### config.mk
export PLATFORM = sky130hd
export DESIGN_NAME = lts_line_timing
export DESIGN_NICKNAME = d
export VERILOG_FILES = /design/src/verilog/lts_pkg.sv /design/src/verilog/lts_line_timing.sv /design/src/verilog/lts_sync_edge.sv /design/src/verilog/lts_pulse_gen.sv
export SDC_FILE = /design/constraint.sdc
export NUM_CORES = 1
export LEC_CHECK = 0
export BUFFER_PORTS_ARGS = -buffer_cell sky130_fd_sc_hd__buf_2
export CAP_MARGIN = 20
export CELL_PAD_IN_SITES_DETAIL_PLACEMENT = 1
export CELL_PAD_IN_SITES_GLOBAL_PLACEMENT = 1
export CORE_ASPECT_RATIO = 0.9
export CORE_UTILIZATION = 43
export DETAILED_ROUTE_END_ITERATION = 6
export GPL_TIMING_DRIVEN = 0
export PLACE_DENSITY_LB_ADDON = 0.08
export SYNTH_ARGS = -nofsm -noshare
export SYNTH_HDL_FRONTEND = slang
export SYNTH_SLANG_ARGS = --single-unit
export TNS_END_PERCENT = 1
### constraint.sdc
create_clock -name clk -period 3.19 [get_ports clk]
set_input_delay 0 -clock clk [delete_from_list [all_inputs] [get_ports clk]]
set_output_delay 0 -clock clk [all_outputs]
set_load 0.1 [all_outputs]
### src/verilog/lts_pkg.sv
// constants for the line timing pulse control block
package lts_pkg;
	// register word indices; byte address is four times the index
	localparam logic [5:0] IDX_SYNC_START_LOW = 6'h0c;
	localparam logic [5:0] IDX_SYNC_START_HIGH = 6'h0d;
	localparam logic [5:0] IDX_SYNC_END_LOW = 6'h0e;
	localparam logic [5:0] IDX_SYNC_END_HIGH = 6'h0f;
	localparam logic [5:0] IDX_LOOP_FILTER_ADJUST = 6'h10;
	localparam logic [5:0] IDX_SYNC_DETECT_WINDOW = 6'h11;
	localparam logic [5:0] IDX_RESTORE_START_LOW = 6'h12;
	localparam logic [5:0] IDX_RESTORE_START_HIGH = 6'h13;
	localparam logic [5:0] IDX_LINE_STATUS = 6'h18;
	// reset values
	localparam logic [7:0] RST_SYNC_START_LOW = 8'h3b;
	localparam logic [1:0] RST_SYNC_START_HIGH = 2'h3;
	localparam logic [7:0] RST_SYNC_END_LOW = 8'h20;
	localparam logic [1:0] RST_SYNC_END_HIGH = 2'h0;
	localparam logic [7:0] RST_LOOP_FILTER_ADJUST = 8'h00;
	localparam logic [7:0] RST_SYNC_DETECT_WINDOW = 8'hdd;
	localparam logic [7:0] RST_RESTORE_START_LOW = 8'h3f;
	localparam logic [1:0] RST_RESTORE_START_HIGH = 2'h0;
	// field layout
	localparam int DELAY_W = 10;
	localparam int HIGH_W = 2;
	localparam int CNT_W = 13;
	localparam int STAT_LOCK_BIT = 8;
	// timing
	localparam int CLK_PERIOD_NS = 10;
	localparam int LINE_NS = 63556;
	localparam int LINE_CYCLES = LINE_NS / CLK_PERIOD_NS;
	localparam int RESTORE_WIDTH_NS = 2000;
	localparam int RESTORE_WIDTH_CYCLES =
		(RESTORE_WIDTH_NS + CLK_PERIOD_NS - 1) / CLK_PERIOD_NS;
endpackage : lts_pkg

### src/verilog/lts_line_timing.sv
// line timing pulse control: registers, line reference and pulses
//
// Operation
// sync output start and end, 10-bit delays
// low delay bytes at 0x0c and 0x0e
// upper two bits at 0x0d and 0x0f
// upper bits 15..10 ignored, read zero
// restore pulse start delay at 0x12/0x13
// loop filter adjust byte, resets to zero
// host should program filter adjust 0x20
// detect window byte, resets to 0xdd
// sync outside window counted as missing
// delays count clocks, apply next line
//
// Chosen here: the Avalon-MM slave port.
`timescale 1ns/1ps
module lts_line_timing #(
	parameter int LINE_LEN = lts_pkg::LINE_CYCLES, // nominal line in clocks
	parameter int RESTORE_LEN = lts_pkg::RESTORE_WIDTH_CYCLES // restore width
) (
	input wire logic clk, // system clock, 100 MHz
	input wire logic rst_b, // synchronous reset, active low
	input wire logic sync_in, // incoming horizontal sync pin, high
	input wire logic [7:0] address, // avalon byte address
	input wire logic read, // avalon read request
	input wire logic write, // avalon write request
	input wire logic [31:0] writedata, // avalon write data
	input wire logic [3:0] byteenable, // avalon byte lanes
	output logic [31:0] readdata, // avalon read data
	output logic waitrequest, // avalon wait, low on answer
	output logic ext_sync_pulse, // external horizontal sync output
	output logic black_level_restore_pulse, // internal restore pulse
	output logic [7:0] loop_filter_adjust, // pll time constant trim
	output logic line_locked // last line ended on a valid sync
);
	localparam int CW = lts_pkg::CNT_W;
	localparam int DW = lts_pkg::DELAY_W;
	localparam logic [CW-1:0] LINE_C = CW'(LINE_LEN);
	localparam logic [CW-1:0] REST_C = CW'(RESTORE_LEN);

	// all state of the block
	typedef struct packed {
		logic [7:0] start_lo; // sync start low byte
		logic [1:0] start_hi; // sync start upper bits
		logic [7:0] end_lo; // sync end low byte
		logic [1:0] end_hi; // sync end upper bits
		logic [7:0] filt; // loop filter adjust
		logic [7:0] win; // sync detect window
		logic [7:0] rest_lo; // restore start low byte
		logic [1:0] rest_hi; // restore start upper bits
		logic [DW-1:0] start_sh; // start delay in use this line
		logic [DW-1:0] end_sh; // end delay in use this line
		logic [DW-1:0] rest_sh; // restore delay in use this line
		logic [CW-1:0] cnt; // clocks since line reference
		logic [7:0] miss; // missing sync count, saturating
		logic locked; // line ended on an accepted sync
		logic waitreq; // avalon waitrequest
		logic [31:0] rdata; // avalon read data
	} lts_state_type;

	lts_state_type s_q;
	lts_state_type s_d;

	// combinational helpers
	logic [5:0] idx; // register word index
	logic acc; // a bus request is answered this edge
	logic wr; // accepted write with the low lane on
	logic sync_rise; // synchronised incoming sync edge
	logic [CW-1:0] win_lo; // earliest accepted sync count
	logic [CW-1:0] win_hi; // latest accepted sync count
	logic line_ref; // a new line starts at this edge
	logic miss_ev; // the window closed without a sync
	logic [CW-1:0] start_c; // widened start delay
	logic [CW-1:0] end_c; // widened end delay
	logic [CW-1:0] rest_c; // widened restore delay
	logic [CW-1:0] rest_stop; // restore fall count

	// incoming sync is a pin; two flops before anything looks at it
	lts_sync_edge u_sync (
		.clk(clk),
		.rst_b(rst_b),
		.pin_in(sync_in),
		.rise(sync_rise)
	);

	assign idx = address[7:2];
	// one answer per request: waitrequest drops for a single cycle
	assign acc = (read | write) & s_q.waitreq;
	assign wr = acc & write & byteenable[0];

	// window straddles the nominal line end by the programmed count
	assign win_lo = LINE_C - CW'(s_q.win);
	assign win_hi = LINE_C + CW'(s_q.win);
	// a sync before the window is ignored and the line runs on
	assign line_ref = (sync_rise & (s_q.cnt >= win_lo)) | miss_ev;
	assign miss_ev = (s_q.cnt == win_hi) & ~sync_rise;

	assign start_c = CW'(s_q.start_sh);
	assign end_c = CW'(s_q.end_sh);
	assign rest_c = CW'(s_q.rest_sh);
	// the carry is dropped on purpose: a start near the counter top has no use
	assign rest_stop = CW'(rest_c + REST_C);

	// next state of registers, line counter and bus answer
	always_comb begin
		s_d = s_q;
		s_d.waitreq = ~acc;
		// register writes; upper bits of the high bytes drop here
		if (wr) begin
			unique case (idx)
				lts_pkg::IDX_SYNC_START_LOW: begin
					s_d.start_lo = writedata[7:0];
				end
				lts_pkg::IDX_SYNC_START_HIGH: begin
					s_d.start_hi = writedata[1:0];
				end
				lts_pkg::IDX_SYNC_END_LOW: begin
					s_d.end_lo = writedata[7:0];
				end
				lts_pkg::IDX_SYNC_END_HIGH: begin
					s_d.end_hi = writedata[1:0];
				end
				lts_pkg::IDX_LOOP_FILTER_ADJUST: begin
					s_d.filt = writedata[7:0];
				end
				lts_pkg::IDX_SYNC_DETECT_WINDOW: begin
					s_d.win = writedata[7:0];
				end
				lts_pkg::IDX_RESTORE_START_LOW: begin
					s_d.rest_lo = writedata[7:0];
				end
				lts_pkg::IDX_RESTORE_START_HIGH: begin
					s_d.rest_hi = writedata[1:0];
				end
				default: begin
					// unmapped: write ignored; a status write clears the miss count below
				end
			endcase
		end
		// read data; everything above the field reads zero
		if (acc & read) begin
			unique case (idx)
				lts_pkg::IDX_SYNC_START_LOW: s_d.rdata = {24'h0, s_q.start_lo};
				lts_pkg::IDX_SYNC_START_HIGH: s_d.rdata = {30'h0, s_q.start_hi};
				lts_pkg::IDX_SYNC_END_LOW: s_d.rdata = {24'h0, s_q.end_lo};
				lts_pkg::IDX_SYNC_END_HIGH: s_d.rdata = {30'h0, s_q.end_hi};
				lts_pkg::IDX_LOOP_FILTER_ADJUST: s_d.rdata = {24'h0, s_q.filt};
				lts_pkg::IDX_SYNC_DETECT_WINDOW: s_d.rdata = {24'h0, s_q.win};
				lts_pkg::IDX_RESTORE_START_LOW: s_d.rdata = {24'h0, s_q.rest_lo};
				lts_pkg::IDX_RESTORE_START_HIGH: s_d.rdata = {30'h0, s_q.rest_hi};
				lts_pkg::IDX_LINE_STATUS: s_d.rdata = {23'h0, s_q.locked, s_q.miss};
				default: s_d.rdata = 32'h0;
			endcase
		end
		// line counter restarts at every line reference
		if (line_ref) begin
			s_d.cnt = '0;
			s_d.locked = ~miss_ev;
			// new delays take hold only at a line boundary
			s_d.start_sh = {s_q.start_hi, s_q.start_lo};
			s_d.end_sh = {s_q.end_hi, s_q.end_lo};
			s_d.rest_sh = {s_q.rest_hi, s_q.rest_lo};
		end else begin
			s_d.cnt = s_q.cnt + CW'(1);
		end
		// missing count: a write to status clears, a new miss wins
		if (wr & (idx == lts_pkg::IDX_LINE_STATUS)) begin
			s_d.miss = 8'h0;
		end
		if (miss_ev) begin
			if (wr & (idx == lts_pkg::IDX_LINE_STATUS)) begin
				s_d.miss = 8'h01;
			end else if (s_q.miss != 8'hff) begin
				s_d.miss = s_q.miss + 8'h01;
			end
		end
	end

	// state register with documented reset values
	always_ff @(posedge clk) begin
		if (!rst_b) begin
			s_q <= '0;
			s_q.start_lo <= lts_pkg::RST_SYNC_START_LOW;
			s_q.start_hi <= lts_pkg::RST_SYNC_START_HIGH;
			s_q.end_lo <= lts_pkg::RST_SYNC_END_LOW;
			s_q.end_hi <= lts_pkg::RST_SYNC_END_HIGH;
			s_q.filt <= lts_pkg::RST_LOOP_FILTER_ADJUST;
			s_q.win <= lts_pkg::RST_SYNC_DETECT_WINDOW;
			s_q.rest_lo <= lts_pkg::RST_RESTORE_START_LOW;
			s_q.rest_hi <= lts_pkg::RST_RESTORE_START_HIGH;
			s_q.start_sh <= {lts_pkg::RST_SYNC_START_HIGH, lts_pkg::RST_SYNC_START_LOW};
			s_q.end_sh <= {lts_pkg::RST_SYNC_END_HIGH, lts_pkg::RST_SYNC_END_LOW};
			s_q.rest_sh <= {lts_pkg::RST_RESTORE_START_HIGH, lts_pkg::RST_RESTORE_START_LOW};
			s_q.waitreq <= 1'b1;
		end else begin
			s_q <= s_d;
		end
	end

	// external sync pulse between the two delays
	lts_pulse_gen #(
		.CW(CW)
	) u_ext_sync (
		.clk(clk),
		.rst_b(rst_b),
		.line_cnt(s_q.cnt),
		.start_cnt(start_c),
		.stop_cnt(end_c),
		.pulse_q(ext_sync_pulse)
	);

	// restore pulse: fixed width, it falls RESTORE_LEN counts after its start
	lts_pulse_gen #(
		.CW(CW)
	) u_restore (
		.clk(clk),
		.rst_b(rst_b),
		.line_cnt(s_q.cnt),
		.start_cnt(rest_c),
		.stop_cnt(rest_stop),
		.pulse_q(black_level_restore_pulse)
	);

	// outputs straight from state flops
	assign readdata = s_q.rdata;
	assign waitrequest = s_q.waitreq;
	assign loop_filter_adjust = s_q.filt;
	assign line_locked = s_q.locked;
endmodule : lts_line_timing

### src/verilog/lts_sync_edge.sv
// two-stage synchroniser with rising edge detect for a pin input
`timescale 1ns/1ps
module lts_sync_edge (
	input wire logic clk, // system clock
	input wire logic rst_b, // synchronous reset, active low
	input wire logic pin_in, // asynchronous pin level
	output logic rise // one-cycle pulse on a synchronised rise
);
	// all state of the synchroniser
	typedef struct packed {
		logic meta; // first stage, read only by the second
		logic stable; // second stage
		logic last; // delayed copy for the edge detect
	} lts_sync_state_type;

	lts_sync_state_type s_q;
	lts_sync_state_type s_d;

	// next state: shift the pin through the stages
	always_comb begin
		s_d = s_q;
		s_d.meta = pin_in;
		s_d.stable = s_q.meta;
		s_d.last = s_q.stable;
	end

	// state register
	always_ff @(posedge clk) begin
		if (!rst_b) begin
			s_q <= '0;
		end else begin
			s_q <= s_d;
		end
	end

	// edge seen only past the second stage
	assign rise = s_q.stable & ~s_q.last;
endmodule : lts_sync_edge

### src/verilog/lts_pulse_gen.sv
// line-relative pulse built from a start and a stop count
`timescale 1ns/1ps
module lts_pulse_gen #(
	parameter int CW = 13 // width of the line count
) (
	input wire logic clk, // system clock
	input wire logic rst_b, // synchronous reset, active low
	input wire logic [CW-1:0] line_cnt, // cycles since line reference
	input wire logic [CW-1:0] start_cnt, // count at which the pulse rises
	input wire logic [CW-1:0] stop_cnt, // count at which the pulse falls
	output logic pulse_q // pulse, straight from a flop
);
	// all state of the generator
	typedef struct packed {
		logic pulse; // pulse level
	} lts_pulse_state_type;

	lts_pulse_state_type s_q;
	lts_pulse_state_type s_d;

	// set wins when start and stop coincide, so the pulse is never lost
	always_comb begin
		s_d = s_q;
		if (line_cnt == start_cnt) begin
			s_d.pulse = 1'b1;
		end else if (line_cnt == stop_cnt) begin
			s_d.pulse = 1'b0;
		end
	end

	// state register
	always_ff @(posedge clk) begin
		if (!rst_b) begin
			s_q <= '0;
		end else begin
			s_q <= s_d;
		end
	end

	assign pulse_q = s_q.pulse;
endmodule : lts_pulse_gen

After elaboration in Yosys (flattened, before gate mapping) --
Index checks and enable logic that the tools add are counted. W data, S select, Z words.
Cells by class: bitwise gates (word level) 15, add/sub/neg operators 5, $lt $le $gt $ge 1, muxes and demuxes 9, equality and inequality tests 15, reductions and logical operators 11
Operators with widths (count):
- $pmux W9 S9 | 1
- $eq A13 B10 Y1 | 3
- $mux W8 | 4
- $eq A6 B5 Y1 const B | 5
- $eq A6 B4 Y1 const B | 4
- $reduce_and A2 Y1 | 8
- $add A12 B9 Y13 const A | 1
- $add A13 B1 Y13 const B | 1
- $eq A13 B11 Y1 | 1
- $eq A13 B13 Y1 | 1
- $ge A13 B13 Y1 | 1
- $sub A12 B9 Y13 const A | 1
- $add A10 B8 Y11 const B | 1
- $add A8 B1 Y8 const B | 1
- $and A1 B1 Y1 | 8
- $ne A8 B8 Y1 const B | 1
- $not A1 Y1 | 5
- $mux W1 | 4
- $reduce_bool A2 Y1 | 2
- $or A1 B1 Y1 | 2
- $reduce_or A2 Y1 | 1
Storage, ports and cells: bits of input ports 49, output and inout port bits 44, register bits after elaboration 136

Longest topological paths before layout --
Gate-level depths: netlist of the first run.
depth in word-level cells 9, gate-level depth with buffers 14, mapped depth without buffers 12

Modules after synthesis --
A second synthesis of the first run with hierarchy kept.
Unflattened totals: cell total of the unflattened synthesis 754, area, all modules 6412.4 µm²
Modules (own cells, without submodules):
- lts_line_timing | area an instance 5699.2 µm², times used 1, cells each 671
- lts_pulse_gen | area an instance 310.3 µm², times used 2, cells each 38
- lts_sync_edge | area an instance 92.6 µm², times used 1, cells each 7

Worst setup path after synthesis of the first run --
Ideal clock, no wire load.
kind flip-flop to flip-flop, from reg s_q[97] (netlist bit), to reg s_q (netlist bit end_c[0]), arrival time 2.684 ns, path slack 0.434 ns, stages on the path, launching flop included 15, data required time 3.118 ns, library setup time 0.072 ns, path buffers 2, clock period less this slack 2.756 ns, cells stage by stage dfxtp_1 -> inv_1 -> ha_1 -> nor2_1 -> nor2_1 -> xnor2_1 -> ha_1 -> nand4_1 -> o21ai_0 -> a31oi_1 -> o311a_1 -> o21a_1 -> clkbuf_1 -> buf_2 -> mux2i_1
On the way: longest elaborated chain between the ends 4, elaborated cells between the ends (all ways) 7
RTL lines:
- start: declaration | line lts_line_timing.sv:61 | lts_state_type s_q;
- $sub A12 B9 Y13 or $add A12 B9 Y13 (tied branches) | line lts_line_timing.sv:92, lts_line_timing.sv:93
- $ge A13 B13 Y1 or $eq A13 B13 Y1 (tied branches) | line lts_line_timing.sv:95, lts_line_timing.sv:96
- $and A1 B1 Y1, on equally long branches | line lts_line_timing.sv:95, lts_line_timing.sv:96
- $or A1 B1 Y1 * | line lts_line_timing.sv:95 | assign line_ref = (sync_rise & (s_q.cnt >= win_lo)) | miss_ev;
Every way passes the cells marked *; elsewhere a longest branch is shown, timed or not. A chain may end at the register's enable or synchronous reset.

Worst setup path in the final report of the first run --
from reg s_q[46] (netlist bit), to reg s_q[39] (netlist bit)
On the way: longest elaborated chain between the ends 3
RTL lines:
- $eq A13 B13 Y1 | line lts_line_timing.sv:96 | assign miss_ev = (s_q.cnt == win_hi) & ~sync_rise;
- $and A1 B1 Y1 | line lts_line_timing.sv:96
- $mux W8 | line lts_line_timing.sv:170 | if (miss_ev) begin
No other way between the ends.

==> out/results.ini, run 1 <==
[synth]
synth_cell_types=59
synth_cells=737
synth_top_flop_cell=dfxtp_1
ys.warnings.count=0
syn_area_mm2=0.00638
ys_seq_area_share_pct=35.5
synth-async-reset-ratio_pct=0
synth_edf_count=0
avgSynthCellArea_um2=8.66
synth_seq_cells=113

[timing]
final-max-slew-violation-count=0
hold_violations=0
fin_worst_skew_ns=0.00891
grt_setup_unrepaired=false
fin_ws_ns=0.194
worst_slew_pin_slew_ns=0.933
relSlewSlack_pct=37.7
min_period_ns=3.00
max_freq_ghz=0.334
fin_crit_sh_pct=93.9
setup_viol=0

[pwr]
p_sw_uw=902
internal_power_uw=2560
p_comb_share_pct=9.5
switching_share_pct=26.1
powerDensity_mw_per_mm2=457
clkPwrFrac_pct=49.3
pwr-share-seq_pct=41.2
vdd_drop_max_mv=0.391
power_leakage_uw=0.00342

[finish]
area_delta_synth_final_pct=18.6
final_nets=896
final_design_area_no_fill_mm2=0.00757
final_layout_size_suffix_gt1_share_pct=15.8
layout.area.seq_mm2=0.00226
diodes=0
filler_cell_count=1715
multiInputGateArea_mm2=0.00359

[status]
status=finished clean

[clock_tree]
clk_latency_ns=0.42
root_buffer=clkbuf_16
clock-sinks=113
cts_tree=built
htreeDepth=4
clkSlewWorstSetupHoldPaths_ns=0.05
cts_buffer_depth=2
numCtsBuffers=17

[place]
place.port_buffers=37
postPlaceCellArea_mm2=0.00689
hpwl_um=15600
routabilityCongestion=0.820
dp_slack_ns=-0.352

[floorplanning]
die_w_um=130
start_util_pct=44.7
io-pin-count=93
dieArea_mm2=0.0153
row_count=41
dieHeight_um=118
core_area_mm2=0.0143

[setup_path]
crit_family=compound AO/OA/AOI/OAI gates
critPathMaxStageDelay_ns=0.40
start_kind=flip-flop
r2r_setup_slack_ns=0.19
crit_slowest_cell=a2111oi_4
end_kind=flip-flop
crit_top_cell=buf_6
cp_max_fo=10
setup.worst_path.start=s_q[46]
worstPathRequired_ns=3.49
path_buf_inv=3
path_class=reg -> reg
path_cells=buf_6 > xnor3_1 > or3_4 > a2111oi_4 > o221ai_2 > buf_6 > clkbuf_1 > o31ai_2 > a21oi_1
r2r_start=s_q[46]
arrival_ns=3.29

[grt]
grt_usage_pct=28.8
grt_pass1_vias=5988
grt_max_degree=17
antenna_found_initial=1
grt_pass1_wl_um=33000
grt.overflow.total=0

[routing]
drt-total-wl_um=21100
vias_per_cell=5.65
drt_iter0_markers=410
vias=5837
drc=0
drt_pre_antenna_iters=5
ant_nets=0
detail_route.wl_per_cell_um=20.4

[hold_path]
min_from=writedata[0]
min-delay-path-class=in -> reg

[flow_run]
cap_violations=0

[final timing paths]
check / to / cells after the start
setup / recovery: s_q[39] / 9
hold / removal: s_q[85] / 3
setup reg to reg: s_q[39] / 9
hold reg to reg: u_sync.s_d[0] / 1
[tightest hold or removal path: cells and delay by family]
kind                   cells  cell delay, ns
buffers and inverters      1            0.23
AND/OR/NAND/NOR            1            0.12
AO/OA/AOI/OAI              1            0.07
[synth_stat cells, types with 2 or more instances]
master	n	share of area, %
buf_6	2	0.35
a32oi_1	2	0.27
dfxtp_1	113	35
inv_1	24	1.4
nor4b_1	2	0.27
ha_1	18	3.5
nand2b_1	7	0.69
o211ai_1	41	4.8
a21o_1	4	0.47
nand3b_1	2	0.24
o41ai_1	3	0.41
and4_1	2	0.27
buf_4	40	4.7
o311a_1	2	0.31
o31ai_1	2	0.24
nor2b_1	24	2.4
clkbuf_1	46	2.7
nor3b_1	3	0.35
o211a_1	3	0.47
o311ai_0	3	0.41
o21a_1	2	0.24
mux2i_1	37	5.8
xnor2_1	23	3.2
nor3_1	5	0.39
or3_1	2	0.20
mux4_2	4	1.4
nand4_1	7	0.69
nand3_1	43	3.4
a222oi_1	6	0.94
and3_1	24	2.4
and2_1	7	0.69
xor2_1	34	4.7
or4_1	2	0.24
buf_2	5	0.39
o21ai_0	15	1.2
a21oi_1	14	1.1
a21boi_0	16	1.9
and3b_1	2	0.27
nor4_1	6	0.59
nor2_1	20	1.2
a22oi_1	10	1.2
nand2_1	93	5.5
[cell type report]
cell class	instances	area share, %
Buffer	93	7.03
Multi-Input combinational cell	528	47.5
Clock buffer	24	6.50
Sequential cell	113	29.9
Timing Repair Buffer	52	4.27
Tap cell	193	3.19
Inverter	24	1.19
Clock inverter	6	0.430
[power by group through the flow]
stage	logic (uW)	clock network, uW	registers [uW]
after detailed placement	312	0	1450
after CTS	324	1720	1430
after global routing	344	1780	1430
final	329	1710	1430
after floorplan	239	0	1460
after global placement	307	0	1450
[placed cells by master (no fill, tap or decap), types with 5 or more instances in the layout]
cell and n:
ha_1 18, conb_1 23, and3_1 24, nor2b_1 24, clkbuf_16 17, nor2_1 20
o211ai_1 41, buf_2 40, o21ai_0 14, xnor2_1 23, xor2_1 34, a22oi_1 10
nor4_1 6, clkbuf_1 43, clkbuf_2 6, a21oi_1 14, nor3_1 5, buf_4 45
dlygate4sd3_1 11, dfxtp_1 111, nand4_1 7, a21boi_0 16, and2_1 7, nand3_1 43
nand2_1 93, nand2b_1 7, clkinv_2 5, mux2i_1 37, inv_1 24, a222oi_1 6
[per-layer routing]
| metal | global-route usage [%] | up-vias | wire length [um] |
|---|---|---|---|
| met4 | 9.55 | 0 | 487 |
| met3 | 5.18 | 47 | 1040 |
| li1 | - | 2719 | - |
| met5 | 0 | - | 0 |
| met2 | 47.0 | 200 | 9930 |
| met1 | 37.9 | 2871 | 9600 |
[stage by stage]
step | utilization (%) | setup TNS [ns] | cells | hold WS (ns) | power, uW
3_3_place_gp | 48.3 | -9.61 | 989 | 0.213 | 1760
6_report | 53.1 | 0 | 1033 | 0.0485 | 3460
3_5_place_dp | 48.3 | -12.37 | 989 | 0.217 | 1770
2_1_floorplan | - | 0 | 759 | 0.116 | 1700
4_1_cts | 52.8 | 0 | 1030 | 0.0315 | 3470
5_1_grt | 53.1 | 0 | 1033 | 0.0761 | 3550
[sequential cells by signal (all words and copies together), names as in the netlist]
name,flops
rest_c,10
u_ext_sync.pulse_q,1
line_locked,1
u_restore.pulse_q,1
readdata,9
u_sync.s_q,1
loop_filter_adjust,8
u_sync.s_d,2
waitrequest,1
end_c,10
s_q,69
[cells by family after synthesis]
logic type               share of synthesized area, %
other                                          0.0588
multiplexers                                     7.22
buffers and inverters                            9.63
AND/OR/NAND/NOR                                  20.4
flip-flops                                       35.5
XOR/XNOR                                         8.18
AO/OA/AOI/OAI                                    15.6
adder cells (fa/ha/maj)                          3.53
[what timing repair did]
action | in CTS | in global routing
endpoints found under the hold margin | 35 | 0
hold buffers | 11 | 0
gates cloned | 0 | 0
pin swaps | 0 | 1
endpoints found under the setup margin | 40 | 41
setup buffers | 1 | 2
gates resized for setup | 5 | 10
Note: power is estimated with default switching activity, not from simulation.
==> run 2, diff against run 1 <==
- PLACE_DENSITY: unset -> 0.89
- PLACE_DENSITY_LB_ADDON: 0.08 -> unset
- SETUP_SLACK_MARGIN: unset -> 0.3
- SLEW_MARGIN: unset -> 25
==> run 2 against run 1 <==
  * The run now ends with design-rule violations left
  * Worst hold slack got worse by 0.012 ns
  * Die area did not move
  * Register-to-register slack improved by 0.09 ns
  * Largest cell class unchanged
  * Clock skew rose by 0.0065 ns
  * Sequential share of layout area fell by 0.59 points
==> out/results.ini, run 2 (synthesis results as in run 1) <==
[hold_path]
min_to=s_q[86]
min_path_cells=3  ; unchanged
min-delay-path-class=in -> reg
min_from=writedata[1]

[clock_tree]
cts_tree=built
clock-sinks=113  ; unchanged
numCtsBuffers=17  ; unchanged
root_buffer=clkbuf_16
clk_latency_ns=0.44  ; +0.02 ns
htreeDepth=4  ; unchanged
cts_buffer_depth=2  ; unchanged
clkSlewWorstSetupHoldPaths_ns=0.07  ; +0.02 ns

[setup_path]
cp_max_fo=10  ; unchanged
path_class=reg -> reg
worstPathRequired_ns=3.54  ; +0.05 ns
r2r_setup_slack_ns=0.29  ; +0.09 ns
worst_r2r_endpoint=end_c[3]
reg2reg_depth=12  ; +3
arrival_ns=3.25  ; -0.04 ns
start_kind=flip-flop
r2r_start=s_q[101]
end_kind=flip-flop

[timing]
final-max-slew-violation-count=0  ; unchanged
hold_violations=0  ; unchanged
fin_worst_skew_ns=0.0154  ; +0.00649 ns
relSlewSlack_pct=28.4  ; -9.2 points
worst_slew_pin_slew_ns=1.06  ; +0.126 ns
fin_crit_sh_pct=91.0  ; -2.9 points
setup_viol=0  ; unchanged
max_freq_ghz=0.345  ; +3.2%
min_period_ns=2.90  ; -0.0936 ns
grt_setup_unrepaired=true

[pwr]
power_leakage_uw=0.00348  ; +1.7%
vdd_drop_max_mv=0.451  ; +15%
powerDensity_mw_per_mm2=505  ; +10%
fin_total_pwr_uw=3900  ; +13%

[finish]
area_delta_synth_final_pct=21.1
final_cell_mix=111 x dfxtp_1, 93 x nand2_1, 43 x nand3_1, 43 x buf_4, 41 x o211ai_1
largest-register=s_q
largest_reg_flops=69  ; unchanged
diodes=0  ; unchanged
final_nets=894  ; -0.22%
final_cell_count_no_fill=1033  ; unchanged
filler_cell_count=1720  ; +0.29%
final_common_cell=dfxtp_1
final_layout_size_suffix_gt1_share_pct=16.9  ; +1.1 points

[routing]
drt_iter0_markers=548  ; +34%
vias=6115  ; +4.8%
drt-total-wl_um=23300  ; +11%
drt_pre_antenna_iters=7  ; +2
ant_nets=0  ; unchanged
detail_route.wl_per_cell_um=22.5  ; +11%
drc=5  ; +5
vias_per_cell=5.92  ; +4.8%

[floorplanning]
core_area_mm2=0.0143  ; unchanged
row_count=41  ; unchanged
die_w_um=130  ; unchanged
start_util_pct=44.7  ; unchanged
dieHeight_um=118  ; unchanged
io-pin-count=93  ; unchanged
dieArea_mm2=0.0153  ; unchanged

[place]
post-place-cells=989  ; unchanged
place.port_buffers=37  ; unchanged
hpwl_um=14800  ; -5.5%
routabilityCongestion=0.906  ; +11%

[grt]
grt.overflow.total=0  ; unchanged
grt_max_degree=17  ; unchanged
antenna_found_initial=1  ; unchanged
grt_pass1_vias=6117  ; +2.2%
grt_pass1_wl_um=35300  ; +7.0%
grt_usage_pct=31.0  ; +2.2 points

[status]
status=finished, violations left
violations=design-rule violations

[flow_run]
cap_violations=0  ; unchanged

-- run 2: changes by cell type in the layout (fill, tap and decap cells not counted), moves of 2 or more --
cell and delta:
mux2i_2 +2, clkinv_4 +3, o21ai_1 +2, mux2i_1 -2, inv_6 +2, clkbuf_4 +2, bufinv_16 +4, clkinv_2 -4
o21ai_0 -2, clkbuf_1 -5, buf_4 -2
-- run 2: repair_timing --
| item | CTS | global route |
|---|---|---|
| endpoints found under the setup margin | 47 | 52 |
| pin swaps | 2 | 3 |
| hold buffers | 10 | 0 |
| gates resized for setup | 15 | 26 |
| cloned | 0 | 0 |
| hold endpoints to repair | 31 | 0 |
| buffers inserted | 2 | 0 |
-- run 2: worst max-delay path by stage --
stage	startpoint	endpoint	slack (ns)	cells after the start
after detailed placement	s_q[97]	s_q[79]	-0.37	13
after global placement	s_q[97]	s_q[79]	-0.22	13
after CTS	s_q[97]	s_q[46]	0.27	14
final	s_q[101]	end_c[3]	0.29	12
after global routing	s_q[101]	end_c[3]	0.14	12
after floorplan	s_q[97]	end_c[0]	0.43	14
-- run 2: worst max-delay path, stage by stage, from the launching register on --
cell and delay, ns:
dfxtp_1 0.36, clkbuf_1 0.49, nand2_1 0.14, xnor2_1 0.17, ha_1 0.31, nand4_1 0.13
o21ai_1 0.08, a31oi_1 0.16, o311a_1 0.24, o21a_1 0.14, buf_4 0.17, buf_12 0.16
mux2i_1 0.25
-- run 2: layout make-up --
type                            count  area (um^2)  area share (%)
Clock inverter                     11          176            2.28
Multi-Input combinational cell    528         3610            46.7
Inverter                           24         90.1            1.17
Tap cell                          193          241            3.12
Sequential cell                   113         2270            29.3
Timing Repair Buffer               49          300            3.89
Clock buffer                       21          470            6.09
Buffer                             94          577            7.46
-- run 2: metal layers --
layer | vias to the layer above | GRT usage, % | share of wire (%)
met4 | 0 | 12.5 | 3.5
li1 | 2716 | - | -
met5 | - | 0 | 0
met3 | 65 | 8.27 | 9.2
met1 | 3012 | 40.5 | 41
met2 | 322 | 47.9 | 46
-- run 2: through the flow --
step | util [%] | setup TNS (ns) | setup slack, ns | hold slack (ns) | cell area, um^2
detailed placement | 48.3 | -12.70 | -0.370 | 0.227 | 6890
global route | 54.2 | 0 | 0.143 | 0.0332 | 7730
finish | 54.2 | 0 | 0.288 | 0.0363 | 7730
CTS | 53.9 | 0 | 0.268 | 0.0158 | 7680
global placement | 48.3 | -6.85 | -0.222 | 0.226 | 6890
floorplan | - | 0 | 0.434 | 0.116 | 6460
-- run 2: power by group --
group,switching [uW],internal [uW]
Sequential,6.35,1420
Combinational,256,82.6
Clock,766,1380
Total,1030,2880
==> run 3, diff against run 2 <==
==> constraint.sdc (replaced) <==
create_clock -name clk -period 3.19 [get_ports clk]
set_input_delay 0.4785 -clock clk [delete_from_list [all_inputs] [get_ports clk]]
set_output_delay 0.4785 -clock clk [all_outputs]
set_load 0.1 [all_outputs]
==> run 3 against run 2 <==
  * The run now ends clean
  * Critical endpoint is now end_c[5]
  * First-iteration DRC count grew 1.8%
  * Critical path depth down 1
  * Register-to-register slack got worse by 0.14 ns
  * Combinational power is 3% lower
  * Global-route usage shrank 1.3 points
  * Total power is 0.74% lower
  * Worst setup slack worse by 0.14 ns
  * Sequential power barely moved
==> out/results.ini, run 3 (synthesis results as in run 1) <==
[setup_path]
cp_max_fo=10  ; unchanged
path_class=reg -> reg
crit_family=simple AND/OR/NAND/NOR gates
start_kind=flip-flop
arrival_ns=3.37  ; +0.12 ns
critPathMaxStageDelay_ns=0.65  ; +0.16 ns
end_kind=flip-flop
crit_slowest_cell=nor4b_1
worstPathRequired_ns=3.51  ; -0.03 ns
path_buf_inv=4  ; +1
path_cells=inv_1 > ha_1 > nand3b_1 > and3_1 > nor4b_1 > o221ai_4 > buf_4 > o21a_1 > buf_6 > clkbuf_8 > o211ai_1

[floorplanning]
core_area_mm2=0.0143  ; unchanged
die_w_um=130  ; unchanged
dieHeight_um=118  ; unchanged
row_count=41  ; unchanged
start_util_pct=44.7  ; unchanged
dieArea_mm2=0.0153  ; unchanged
io-pin-count=93  ; unchanged

[timing]
grt_setup_unrepaired=true
fin_worst_skew_ns=0.0144  ; -0.000962 ns
fin_ws_ns=0.146  ; -0.141 ns
fin_crit_sh_pct=95.4  ; +4.4 points
max_freq_ghz=0.329  ; -4.6%
worst_slew_pin_slew_ns=1.09  ; +0.0281 ns
hold_violations=0  ; unchanged
min_period_ns=3.04  ; +0.141 ns
setup_viol=0  ; unchanged
final-max-slew-violation-count=0  ; unchanged
relSlewSlack_pct=26.5  ; -1.9 points

[routing]
drt_iter0_markers=558  ; +1.8%
vias=5979  ; -2.2%
vias_per_cell=5.84  ; -1.4%
drc=0  ; -5
drt_pre_antenna_iters=6  ; -1
ant_nets=0  ; unchanged
drt-total-wl_um=22700  ; -2.5%
detail_route.wl_per_cell_um=22.2  ; -1.6%

[clock_tree]
clock-sinks=113  ; unchanged
clkSlewWorstSetupHoldPaths_ns=0.05  ; -0.02 ns
cts_buffer_depth=2  ; unchanged
numCtsBuffers=17  ; unchanged
root_buffer=clkbuf_16
clk_latency_ns=0.44  ; about the same
cts_tree=built
htreeDepth=4  ; unchanged

[finish]
filler_cell_count=1715  ; -0.29%
layout.area.seq_mm2=0.00227  ; +0.17%
diodes=0  ; unchanged
fin_util_pct=53.8  ; -0.42 points
final_layout_size_suffix_gt1_share_pct=17.7  ; +0.78 points
area_delta_synth_final_pct=20.2
largest-register=s_q
largest_reg_flops=69  ; unchanged
final_common_cell=dfxtp_1
final_nets=885  ; -1.0%
multiInputGateArea_mm2=0.00363  ; +0.56%
final_cell_mix=110 x dfxtp_1, 93 x nand2_1, 44 x buf_4

[pwr]
power_leakage_uw=0.00349  ; +0.28%
powerDensity_mw_per_mm2=505  ; about the same
vdd_drop_max_mv=0.437  ; -3.1%

[grt]
grt_pass1_vias=6015  ; -1.7%
antenna_found_initial=1  ; unchanged
grt.overflow.total=0  ; unchanged
grt_max_degree=17  ; unchanged
grt_usage_pct=29.7  ; -1.3 points
grt_pass1_wl_um=33900  ; -4.1%

[status]
status=finished clean

[place]
place.port_buffers=37  ; unchanged
hpwl_um=14800  ; unchanged
dp_slack_ns=-0.370  ; unchanged
routabilityCongestion=0.906  ; unchanged

[flow_run]
cap_violations=0  ; unchanged

[hold_path]
min-delay-path-class=in -> reg

[run 3: worst paths after layout]
| check | startpoint | endpoint | slack (ns) | cells past startpoint |
|---|---|---|---|---|
| min reg2reg | u_sync.s_d[1] | u_sync.s_d[0] | 0.44 | 1 |
| max | s_q[95] | end_c[5] | 0.15 | 11 |
| max reg2reg | s_q[95] | end_c[5] | 0.15 | 11 |
| min | sync_in | u_sync.s_d[1] | 0.27 | 2 |
[run 3: worst reg2reg max path, stage by stage, from the launching register on]
cell	delay [ns]
dfxtp_1	0.34
inv_1	0.13
ha_1	0.24
nand3b_1	0.16
and3_1	0.22
nor4b_1	0.65
o221ai_4	0.27
buf_4	0.21
o21a_1	0.15
buf_6	0.17
clkbuf_8	0.17
o211ai_1	0.24
[run 3: power breakdown]
part	internal, uW	leakage, uW	switching [uW]
combinational	74.9	0.00226	253
clock	1380	0.000314	749
sequential	1420	0.000913	6.08
total	2870	0.00349	1010
[run 3: metrics by stage]
stage / area (um^2) / instances / power [uW] / hold slack [ns] / setup TNS (ns)
final: 7670 / 1024 / 3880 / 0.269 / 0
after global placement: 6890 / 989 / 1760 / 0.419 / -6.85
after detailed placement: 6890 / 989 / 1770 / 0.423 / -12.70
after global routing: 7670 / 1024 / 3960 / 0.278 / 0
after floorplan: 6460 / 759 / 1700 / 0.412 / 0
after CTS: 7580 / 1023 / 3880 / 0.263 / 0
[run 3: final cells by class]
type	instances	area share [%]
well taps	193	3.15
plain buffers	94	7.64
inverters	24	1.17
clock inverters	11	2.30
multi-input cells	528	47.3
flip-flops and latches	113	29.6
clock buffers	21	6.13
repair buffers	40	2.71
[run 3: what timing repair did]
action                                  in CTS  in global routing
gates resized for setup                     15                 38
endpoints found under the hold margin        0                  0
pin swaps                                    2                  3
setup buffers                                2                  1
hold buffers                                 0                  0
endpoints found under the setup margin      47                 50
[run 3: metal layers]
metal	track usage, %	wire length, um	up-vias
met3	8.27	1900	68
met1	38.8	9640	2920
li1	-	-	2704
met5	0	0	-
met2	45.5	10300	287
met4	12.5	903	0
